`src/rtl/tlsx_defines.vh`:
```
// constants of the three-lane 7x serializer
// Notes on behaviour
// - Capture all 21 parallel bits on every rising edge of the frame clock while the two-entry buffer has room.
// - Three independent 7-bit shift registers, loaded in parallel, emptied serially.
// - Bit rate is seven bits per lane per frame.
// - Drive three data lanes plus a forwarded clock at the frame rate.
// - Shutdown low stops clocking and disables all four line drivers.
// - Shutdown low asynchronously zeroes every holding and shift register.
// - Bits are sent unencoded, with no scrambling or overhead.
`ifndef TLSX_DEFINES_VH
`define TLSX_DEFINES_VH
`define TLSX_WORD_W    21
`define TLSX_SLICE_W   7
`define TLSX_LANES     3
`define TLSX_CNT_W     3
`define TLSX_CNT_RST   3'h0
`define TLSX_CNT_FIRST 3'h1
`define TLSX_CNT_STEP  3'h1
`define TLSX_LAST_BIT  3'h6
`define TLSX_FWD_HIGH  3'h4
`define TLSX_WORD_RST  21'h000000
`define TLSX_SLICE_RST 7'h00
`define TLSX_BUF_DEPTH 2'h2
`define TLSX_FRAME_MIN_MHZ 20
`define TLSX_FRAME_MAX_MHZ 68
`endif

```
`src/rtl/tlsx_top.v`:
```
// three-lane 7x serializer with forwarded frame clock
`timescale 1ns/1ps
`default_nettype none
`include "tlsx_defines.vh"
module tlsx_top (
	input  wire                      clk_i,
	input  wire                      arst_n_i,
	input  wire                      frame_clock_in_i,
	input  wire [`TLSX_WORD_W-1:0]   parallel_data_in_i,
	input  wire                      lane_hold_i,
	output wire                      word_ready_o,
	output wire [`TLSX_LANES-1:0]    serial_lane_out_o,
	output reg                       forwarded_frame_clock_o,
	output reg                       line_drv_en_n_o
);
	// ******************************
	// input synchronisers
	// ******************************
	localparam ST_IDLE  = 1'b0;
	localparam ST_SHIFT = 1'b1;

	reg                     fc_s1_r;
	reg                     fc_s2_r;
	reg                     fc_s3_r;
	reg  [`TLSX_WORD_W-1:0] dat_s1_r;
	reg  [`TLSX_WORD_W-1:0] dat_s2_r;
	reg                     hold_s1_r;
	reg                     hold_s2_r;
	wire                    frame_rise;

	// frame clock: two stages against metastability, a third to find the edge
	always @(posedge clk_i or negedge arst_n_i) begin
		if (!arst_n_i) begin
			fc_s1_r <= 1'b0;
			fc_s2_r <= 1'b0;
			fc_s3_r <= 1'b0;
		end else begin
			fc_s1_r <= frame_clock_in_i;
			fc_s2_r <= fc_s1_r;
			fc_s3_r <= fc_s2_r;
		end
	end

	// data passes the same two stages as the frame clock so both stay aligned;
	// the word is only sound if the source holds it steady around the edge
	always @(posedge clk_i or negedge arst_n_i) begin
		if (!arst_n_i) begin
			dat_s1_r <= `TLSX_WORD_RST;
			dat_s2_r <= `TLSX_WORD_RST;
		end else begin
			dat_s1_r <= parallel_data_in_i;
			dat_s2_r <= dat_s1_r;
		end
	end

	// receiver hold stops the next word only; a word already going out completes
	always @(posedge clk_i or negedge arst_n_i) begin
		if (!arst_n_i) begin
			hold_s1_r <= 1'b0;
			hold_s2_r <= 1'b0;
		end else begin
			hold_s1_r <= lane_hold_i;
			hold_s2_r <= hold_s1_r;
		end
	end

	// edge stage resets low like the idle pin, so no false edge follows reset
	assign frame_rise = fc_s2_r & ~fc_s3_r;

	// ******************************
	// holding buffer
	// ******************************
	wire                    buf_valid;
	wire [`TLSX_WORD_W-1:0] buf_word;
	wire                    load;
	reg                     state_r;

	// whole word goes in on each frame edge; words at a full buffer are lost
	tlsx_buf u_buf (
		.clk_i       (clk_i),
		.arst_n_i    (arst_n_i),
		.in_valid_i  (frame_rise),
		.in_data_i   (dat_s2_r),
		.in_ready_o  (word_ready_o),
		.out_valid_o (buf_valid),
		.out_data_o  (buf_word),
		.out_ready_i (load)
	);

	// a receiver hold keeps words in the buffer instead of dropping them
	assign load = buf_valid & ~hold_s2_r & (state_r == ST_IDLE);

	// ******************************
	// lane decode
	// ******************************
	// slice of the captured word that one lane carries
	function [`TLSX_SLICE_W-1:0] lane_slice;
		input [`TLSX_WORD_W-1:0] word;
		input integer            lane;
		begin
			lane_slice = word[lane*`TLSX_SLICE_W +: `TLSX_SLICE_W];
		end
	endfunction

	// ******************************
	// bit sequencer state
	// ******************************
	// counter is 0 when idle and runs 1..6 while shifting
	reg                     state_nxt;
	reg  [`TLSX_CNT_W-1:0]  bit_cnt_r;
	reg  [`TLSX_CNT_W-1:0]  bit_cnt_nxt;
	reg                     fwd_nxt;
	wire                    in_shift;
	wire                    last_bit;

	assign in_shift = (state_r == ST_SHIFT);
	assign last_bit = (bit_cnt_r == `TLSX_LAST_BIT);

	// ******************************
	// shift registers and lanes
	// ******************************
	genvar g;
	generate
		for (g = 0; g < `TLSX_LANES; g = g + 1) begin : g_lane
			wire [`TLSX_SLICE_W-1:0] slice;
			reg  [`TLSX_SLICE_W-1:0] sh_r;
			reg  [`TLSX_SLICE_W-1:0] sh_nxt;
			reg                      bit_r;
			reg                      bit_nxt;

			// raw slice, no coding or overhead
			assign slice = lane_slice(buf_word, g);

			always @* begin
				sh_nxt  = sh_r;
				bit_nxt = bit_r;
				if (load) begin
					sh_nxt  = slice;
					bit_nxt = slice[0];
				end else if (in_shift) begin
					// lsb first: one bit per lane per bit period
					sh_nxt  = {1'b0, sh_r[`TLSX_SLICE_W-1:1]};
					bit_nxt = sh_r[1];
				end
			end

			always @(posedge clk_i or negedge arst_n_i) begin
				if (!arst_n_i) begin
					sh_r  <= `TLSX_SLICE_RST;
					bit_r <= 1'b0;
				end else begin
					sh_r  <= sh_nxt;
					bit_r <= bit_nxt;
				end
			end

			// idle lanes keep the last bit; one flip-flop and one driver per pin
			assign serial_lane_out_o[g] = bit_r;
		end
	endgenerate

	// ******************************
	// bit sequencer and forwarded clock
	// ******************************
	// bit period is one clk_i cycle; the frame must last at least seven cycles,
	// spare cycles idle with the forwarded clock low
	// forwarded clock is high on bits 0..3 of a word and low on bits 4..6
	always @* begin
		state_nxt   = state_r;
		bit_cnt_nxt = bit_cnt_r;
		fwd_nxt     = 1'b0;
		case (state_r)
			ST_IDLE: begin
				if (load) begin
					state_nxt   = ST_SHIFT;
					bit_cnt_nxt = `TLSX_CNT_FIRST;
					fwd_nxt     = 1'b1;
				end
			end
			ST_SHIFT: begin
				fwd_nxt     = (bit_cnt_r < `TLSX_FWD_HIGH);
				bit_cnt_nxt = bit_cnt_r + `TLSX_CNT_STEP;
				if (last_bit) begin
					state_nxt   = ST_IDLE;
					bit_cnt_nxt = `TLSX_CNT_RST;
				end
			end
			default: begin
				state_nxt   = ST_IDLE;
				bit_cnt_nxt = `TLSX_CNT_RST;
			end
		endcase
	end

	// registered so the forwarded clock never glitches on decode
	always @(posedge clk_i or negedge arst_n_i) begin
		if (!arst_n_i) begin
			state_r                 <= ST_IDLE;
			bit_cnt_r               <= `TLSX_CNT_RST;
			forwarded_frame_clock_o <= 1'b0;
		end else begin
			state_r                 <= state_nxt;
			bit_cnt_r               <= bit_cnt_nxt;
			forwarded_frame_clock_o <= fwd_nxt;
		end
	end

	// ******************************
	// line drivers
	// ******************************
	// drivers stay off through reset so a shut-down link draws no line current
	always @(posedge clk_i or negedge arst_n_i) begin
		if (!arst_n_i)
			line_drv_en_n_o <= 1'b1;
		else
			line_drv_en_n_o <= 1'b0;
	end
endmodule // tlsx_top
`default_nettype wire

```
`src/rtl/tlsx_buf.v`:
```
// two-entry word buffer with valid/ready on both sides
`timescale 1ns/1ps
`default_nettype none
`include "tlsx_defines.vh"
module tlsx_buf (
	input  wire                      clk_i,
	input  wire                      arst_n_i,
	input  wire                      in_valid_i,
	input  wire [`TLSX_WORD_W-1:0]   in_data_i,
	output reg                       in_ready_o,
	output wire                      out_valid_o,
	output wire [`TLSX_WORD_W-1:0]   out_data_o,
	input  wire                      out_ready_i
);
	reg  [`TLSX_WORD_W-1:0] mem_r [0:1];
	reg                     wr_ptr_r;
	reg                     rd_ptr_r;
	reg  [1:0]              cnt_r;
	reg  [1:0]              cnt_nxt;
	wire                    push;
	wire                    pop;
	integer                 i;

	assign out_valid_o = (cnt_r != 2'h0);
	assign out_data_o  = mem_r[rd_ptr_r];
	assign push        = in_valid_i & in_ready_o;
	assign pop         = out_valid_o & out_ready_i;

	always @* begin
		cnt_nxt = cnt_r;
		if (push & ~pop)
			cnt_nxt = cnt_r + 2'h1;
		else if (pop & ~push)
			cnt_nxt = cnt_r - 2'h1;
	end

	always @(posedge clk_i or negedge arst_n_i) begin
		if (!arst_n_i) begin
			for (i = 0; i < 2; i = i + 1)
				mem_r[i] <= `TLSX_WORD_RST;
			wr_ptr_r   <= 1'b0;
			rd_ptr_r   <= 1'b0;
			cnt_r      <= 2'h0;
			in_ready_o <= 1'b0;
		end else begin
			if (push) begin
				mem_r[wr_ptr_r] <= in_data_i;
				wr_ptr_r        <= ~wr_ptr_r;
			end
			if (pop)
				rd_ptr_r <= ~rd_ptr_r;
			cnt_r      <= cnt_nxt;
			// registered ready: full shows one cycle after the second push
			in_ready_o <= (cnt_nxt != `TLSX_BUF_DEPTH);
		end
	end
endmodule // tlsx_buf
`default_nettype wire

```
`config.mk`:
```
export PLATFORM = sky130hd
export DESIGN_NAME = tlsx_top
export DESIGN_NICKNAME = d
export VERILOG_FILES = /design/src/rtl/tlsx_top.v /design/src/rtl/tlsx_buf.v
export VERILOG_INCLUDE_DIRS = /design/src /design/src/rtl
export SDC_FILE = /design/constraint.sdc
export NUM_CORES = 1
export LEC_CHECK = 0
export BUFFER_PORTS_ARGS = -buffer_cell sky130_fd_sc_hd__buf_2
export CAP_MARGIN = 20
export CORE_UTILIZATION = 53
export CTS_CLUSTER_SIZE = 28
export DETAILED_ROUTE_END_ITERATION = 10
export PLACE_DENSITY = 0.74
export SLEW_MARGIN = 20
export SYNTH_ARGS = -nofsm -noshare
export SYNTH_HDL_FRONTEND = slang
export SYNTH_SLANG_ARGS = --single-unit
```
`constraint.sdc`:
```
create_clock -name clk_i -period 1.5 [get_ports clk_i]
set_input_delay 0.15 -clock clk_i [delete_from_list [all_inputs] [get_ports clk_i]]
set_output_delay 0.15 -clock clk_i [all_outputs]
set_load 0.01 [all_outputs]
```
==> results.toml, run 1 <==
[worst_setup_path]
critPathCaptureType = "flip-flop"
slowest_stage = "dfrtp_1"
path_cells = "inv_2 > ha_4 > nor2_4 > clkbuf_16 > mux2i_1 > o21ai_0"
crit_required_ps = 1880
crit_fanout = 13
critPathArrivalTime_ps = 1850
worst-path-buf-inv = 2
critical_path_class = "flip-flop to flip-flop"
critPathTopFamily = "flip-flops"
crit_path_max_incr_delay_ps = 370
critPathLaunchType = "flip-flop"

[sta]
period_share = 0.978
fin_skew_ps = 11.2
fin_ws_ps = 32.7
fin_crit_ps = 1470
fmax_ghz = 0.682
slew_viol_final = 0
setup_viol = 0
finalHoldViolCount = 0

[logic_synthesis]
ys_seq_elements = 121
syn_area_sq_um = 4540
synth_cell_type_count = 29
ys.flop_type = "dfrtp_1"
ys_async_sr_fraction = 1.00
synthCells = 304
ys_seq_area_frac = 0.667
synth_warnings = 0
synth_nets = 330
syn_avg_cell_area_sq_um = 14.9
synth_enable_flop_cells = 0

[route]
vias = 2571
wl_per_cell_um = 16.3
drt_iter0_drc = 72
drc = 0
viasPerCell = 5.15
antenna_left = 0
drt_pass1_iterations = 4
wirelength_mm = 8.12

[cells_and_area]
antenna_cells = 0
syn2layout_area_growth_pct = 29.3
drive_gt1_frac = 0.363
fin_util = 0.710
fillCellCount = 541
layoutNonFillerInstCount = 499
nNetsFinal = 407

[floorplanning]
start_util = 0.550
die_y_um = 94.5
fp-row-count = 33
io_pins = 31
die_area_sq_um = 8940
core_area_sq_um = 8260
fp.dieW_um = 94.5

[cts]
clkLatencyLatePin_ps = 520
cts_made_buffers = 17
clockBufferDepth = 2
h-tree-depth = 4
clockRootBuffer = "clkbuf_8"
cts.sinks = 121
clk_pin_slew_worst_paths_ps = 60
cts_tree = "built"

[placed_design]
place_ws_ps = -30.4
numPlacedInstances = 438
gp_congestion = 0.769
post-dp-hpwl_mm = 4.50
port_buffers = 30

[flow_run]
maxCapViolCount = 0

[power_and_ir_drop]
netSwitchingPower_uw = 3470
netSwitchingFraction = 0.277
comb_power_share = 0.268
powerDensity_nw_per_um2 = 2140
p_int_uw = 9050
clkPwrFrac = 0.346
ir_worst_vdd_mv = 1.05
seqPwrFrac = 0.385
leakage_uw = 0.00265

[grt]
grt.overflow.total = 0
grt_pass1_wl_mm = 13.1
grt_pass1_vias = 2779
grt_usage = 0.203
antenna_found_initial = 0
grt_max_degree = 43

[min_path]
hold_path.class = "primary input to asynchronous set/reset pin"

[outcome]
status = "complete, no violations"
[cell families (layout without fill, tap and decap cells)]
group / after synthesis / in the layout / share of synthesized area
flip-flops: 121 / 121 / 0.667
multiplexers: 83 / 83 / 0.205
AND/OR/NAND/NOR: 40 / 40 / 0.0452
AO/OA/AOI/OAI: 32 / 32 / 0.0383
buffers and inverters: 22 / 112 / 0.0328
XOR/XNOR: 4 / 4 / 0.00772
adder cells (fa/ha/maj): 1 / 1 / 0.00276
other: 1 / 1 / 0.000826
[what timing repair did]
action | in CTS | in global routing
pin swaps | 0 | 3
endpoints found under the hold margin | 144 | 0
setup buffers | 0 | 3
gates resized for setup | 1 | 11
cloned | 0 | 2
hold buffers | 24 | 0
endpoints found under the setup margin | 2 | 18
[flip-flops by register name (all words and copies together), names as in the netlist, 2 cells and up]
signal       count
g_lane.sh_r     21
u_buf.cnt_r      2
dat_s2_r        21
bit_cnt_r        3
u_buf.mem_r     42
dat_s1_r        21
[per-stage QoR]
stage	TNS, ps	hold WS [ps]	total power (uW)	instance area [sq um]
final	0	77.9	12500	5870
after CTS	0	69.7	12400	5790
after global routing	-309	102	13200	5870
after global placement	0	74.0	7720	4890
after detailed placement	-41.4	74.6	7910	4890
after floorplan	0	-146	7120	4550
[placed cells by master (no fill, tap or decap), types with 4 or more instances in the layout]
cell           Yosys  routed
bufinv_16          0       4
dlygate4sd3_1      0      24
clkbuf_16          0      18
xnor2_1            4       4
o21ai_1            0       8
buf_2              2      29
mux2_2            42      42
buf_12             0       5
mux2_1            13      13
a211oi_1           4       4
nor2_1             8       7
clkbuf_8           0       6
o21ai_0           22      14
dfrtp_1          120     120
nand2_1           23      23
mux2i_1           22      21
mux2_4             6       6
buf_4              7      16
[per-layer routing]
metal / part of all wire / vias up / track usage
met5: 0 / - / 0
li1: - / 1202 / -
met4: 0.024 / 0 / 0.107
met3: 0.031 / 18 / 0.0612
met1: 0.44 / 1305 / 0.236
met2: 0.50 / 46 / 0.339
[path summary, 6_finish.rpt]
kind                                               start                             to  slack, ps  depth (start not counted)
worst max-delay path            u_buf.cnt_r[0]$_DFF_PN0_  g_lane[1].sh_r[5]$_DFFE_PN0P_         30                          6
min in group clk_i                parallel_data_in_i[10]         dat_s1_r[10]$_DFF_PN0_        270                          2
max in group asynchronous                       arst_n_i    u_buf.mem_r[18]$_DFFE_PN0P_        870                          3
worst max register to register  u_buf.cnt_r[0]$_DFF_PN0_  g_lane[1].sh_r[5]$_DFFE_PN0P_         30                          6
worst min-delay path                            arst_n_i    u_buf.mem_r[35]$_DFFE_PN0P_         80                          2
worst min register to register    dat_s1_r[17]$_DFF_PN0_         dat_s2_r[17]$_DFF_PN0_        340                          0
[synth_stat cells, types with 4 or more instances]
library cell / number / area share
a211oi_1: 4 / 0.0066
buf_4: 7 / 0.012
buf_6: 5 / 0.012
clkbuf_1: 4 / 0.0033
dfrtp_1: 120 / 0.66
inv_1: 4 / 0.0033
mux2_1: 13 / 0.032
mux2_2: 42 / 0.10
mux2_4: 6 / 0.020
mux2i_1: 22 / 0.049
nand2_1: 23 / 0.019
nor2_1: 8 / 0.0066
o21ai_0: 22 / 0.024
xnor2_1: 4 / 0.0077
[power groups by stage]
stage | Clock (uW) | Sequential, uW | Combinational (uW)
4_1_cts | 4420 | 4810 | 3170
5_1_grt | 4590 | 4930 | 3680
3_3_place_gp | 0 | 4790 | 2940
6_report | 4340 | 4830 | 3360
3_5_place_dp | 0 | 4850 | 3060
2_1_floorplan | 0 | 4700 | 2420
[final cells by class]
class,count,area (sq um),area share
Timing Repair Buffer,76,656,0.112
Tap cell,105,131,0.0224
Multi-Input combinational cell,161,1390,0.237
Inverter,4,15.0,0.00256
Clock buffer,23,487,0.0830
Sequential cell,121,3030,0.516
Clock inverter,9,160,0.0273
No activity file was read; power rests on OpenSTA's default activity.
==> run 2: changes to the inputs <==
ABC_AREA = 1   (was default)
CORE_UTILIZATION = 54   (was 53)
CTS_BUF_LIST = sky130_fd_sc_hd__clkbuf_4 sky130_fd_sc_hd__clkbuf_8   (was default)
PLACE_DENSITY = 0.75   (was 0.74)
==> results.toml, run 2 <==
[worst_setup_path]
critPathArrivalTime_ps = 1700
crit_required_ps = 1770
critical_path_class = "flip-flop to flip-flop"
critPathCaptureType = "flip-flop"
slowest_stage = "dfrtp_1"
crit_path_max_incr_delay_ps = 360
critPathMostFrequentCell = "inv_1"
crit_fanout = 11
critPathLaunchType = "flip-flop"
path_cells = "inv_1 > ha_1 > nor2_2 > inv_1 > nand2_1 > buf_4 > o221ai_1"

[placed_design]
port_buffers = 30
gp_congestion = 0.776
post-dp-hpwl_mm = 4.35
placedInstanceArea_sq_um = 4770

[route]
drc = 0
vias = 2878
antenna_left = 0
wirelength_mm = 7.03
wl_per_cell_um = 11.7
drt_pass1_iterations = 4
viasPerCell = 4.80
drt_iter0_drc = 218

[cells_and_area]
largest_reg_flops = 42
most-common-layout-cells = "120 x dfrtp_1, 104 x nand2_1, 71 x inv_1"
antenna_cells = 0
nNetsFinal = 508
drive_gt1_frac = 0.198
final_common_cell = "dfrtp_1"
syn2layout_area_growth_pct = 19.0
max_flop_register = "u_buf.mem_r"
final_area_sq_um = 5380

[cts]
clockBufferDepth = 2
cts_tree = "built"
cts.sinks = 121
cts_made_buffers = 17
h-tree-depth = 4
clk_pin_slew_worst_paths_ps = 70
clkLatencyLatePin_ps = 420
post_cts_buffers = 0
clockRootBuffer = "clkbuf_8"

[power_and_ir_drop]
leakage_uw = 0.00265
ir_worst_vdd_mv = 0.954
powerDensity_nw_per_um2 = 1810

[logic_synthesis]
synth_nets = 448
syn_area_sq_um = 4520
ys.flop_type = "dfrtp_1"
synth_cell_type_count = 26
syn_avg_cell_area_sq_um = 10.7
synthCells = 422
ys_seq_area_frac = 0.670
synth_top_area_cell = "dfrtp_1"
ys_async_sr_fraction = 1.00
synth_warnings = 0
ys_seq_elements = 121
netlist.area_leader.share = 0.664
synth_enable_flop_cells = 0
synthTopCellsByArea = "dfrtp_1 66%, nand2_1 8.6%, inv_1 5.9%, o21ai_0 4.9%, o21ai_2 4.1%"
ys_top_cells_by_count = "120 x dfrtp_1, 104 x nand2_1, 71 x inv_1"
synth_most_common_cell = "dfrtp_1"

[grt]
grt_usage = 0.189
grt_max_degree = 50
antenna_found_initial = 0
grt_pass1_wl_mm = 12.5
grt.overflow.total = 0
grt_pass1_vias = 2890

[floorplanning]
fp.dieW_um = 93.5
io_pins = 31
die_area_sq_um = 8740
core_area_sq_um = 8180
fp-row-count = 33
die_y_um = 93.5
start_util = 0.553

[sta]
period_share = 0.955
hold_ws_ps = 195
fin_skew_ps = 8.20
fin_tns_setup_ps = 0
finalHoldViolCount = 0
fin_crit_ps = 1430
rsz0062_at_grt = "false"
fmax_ghz = 0.698
setup_viol = 0
slew_viol_final = 0

[flow_run]
maxCapViolCount = 0

[min_path]
hold_path.class = "primary input to asynchronous set/reset pin"

[outcome]
status = "complete, no violations"
==> run 2: cell types whose count changed after synthesis, moves of 13 or more <==
cell      change
nand2_1      +81
o221ai_1     +15
inv_1        +67
mux2i_1      -21
mux2_2       -42
o21ai_2      +21
mux2_1       -13
o21ai_0      +22
==> run 2: critical path, delay by kind of cell, from the launching register on <==
kind | cells | cell delay, ps
flip-flops | 1 | 360
buffers and inverters | 3 | 320
adder cells (fa/ha/maj) | 1 | 210
AND/OR/NAND/NOR | 2 | 270
AO/OA/AOI/OAI | 1 | 130
==> run 2: power by group <==
part | switching [uW] | internal [uW]
sequential | 421 | 4190
clock | 1230 | 1310
combinational | 1550 | 1030
total | 3200 | 6530
==> run 2: worst paths after layout <==
path | start | to | slack (ps) | depth (start not counted)
max | u_buf.cnt_r[0]$_DFF_PN0_ | g_lane[2].sh_r[1]$_DFFE_PN0P_ | 70 | 7
max reg2reg | u_buf.cnt_r[0]$_DFF_PN0_ | g_lane[2].sh_r[1]$_DFFE_PN0P_ | 70 | 7
min in group clk_i | dat_s1_r[6]$_DFF_PN0_ | dat_s2_r[6]$_DFF_PN0_ | 350 | 0
max in group asynchronous | arst_n_i | line_drv_en_n_o$_DFF_PN1_ | 710 | 3
min reg2reg | dat_s1_r[6]$_DFF_PN0_ | dat_s2_r[6]$_DFF_PN0_ | 350 | 0
min | arst_n_i | fc_s2_r$_DFF_PN0_ | 200 | 2
==> run 2: cell type report <==
cell class,count,area [sq um]
clock buffer,22,290
clock inverter,10,72.6
fill,658,2800
inverter,73,275
multi-input combinational,206,1070
sequential,121,3030
tap,105,131
timing repair buffer,63,510
==> run 2: cells by family after synthesis <==
kind of cell,count (synthesis),synth area share
AO/OA/AOI/OAI,89,0.131
buffers and inverters,95,0.0935
flip-flops,121,0.670
XOR/XNOR,1,0.00194
adder cells (fa/ha/maj),1,0.00277
multiplexers,1,0.00221
other,1,0.000830
AND/OR/NAND/NOR,113,0.0974
==> run 2: through the flow <==
step	power, uW	cells	util	setup slack [ps]
floorplan	6540	422	-	187
global placement	7040	544	0.584	162
detailed placement	7210	544	0.584	56.4
CTS	9820	600	0.658	29.7
global route	10400	600	0.658	9.83
finish	9730	600	0.658	68.2
==> run 2: layer usage <==
layer  vias up  share of wire  GRT usage  wire length (um)
met5         -              0          0                 0
met4         0         0.0092     0.0897                65
met3         6          0.037     0.0593               257
met2        54           0.48      0.303              3390
met1      1367           0.47      0.233              3310
li1       1451              -          -                 -
==> run 2: what timing repair did <==
item,4_1_cts,5_1_grt
hold buffers,24,0
endpoints found under the setup margin,0,18
gates resized for setup,0,2
hold endpoints to repair,122,0
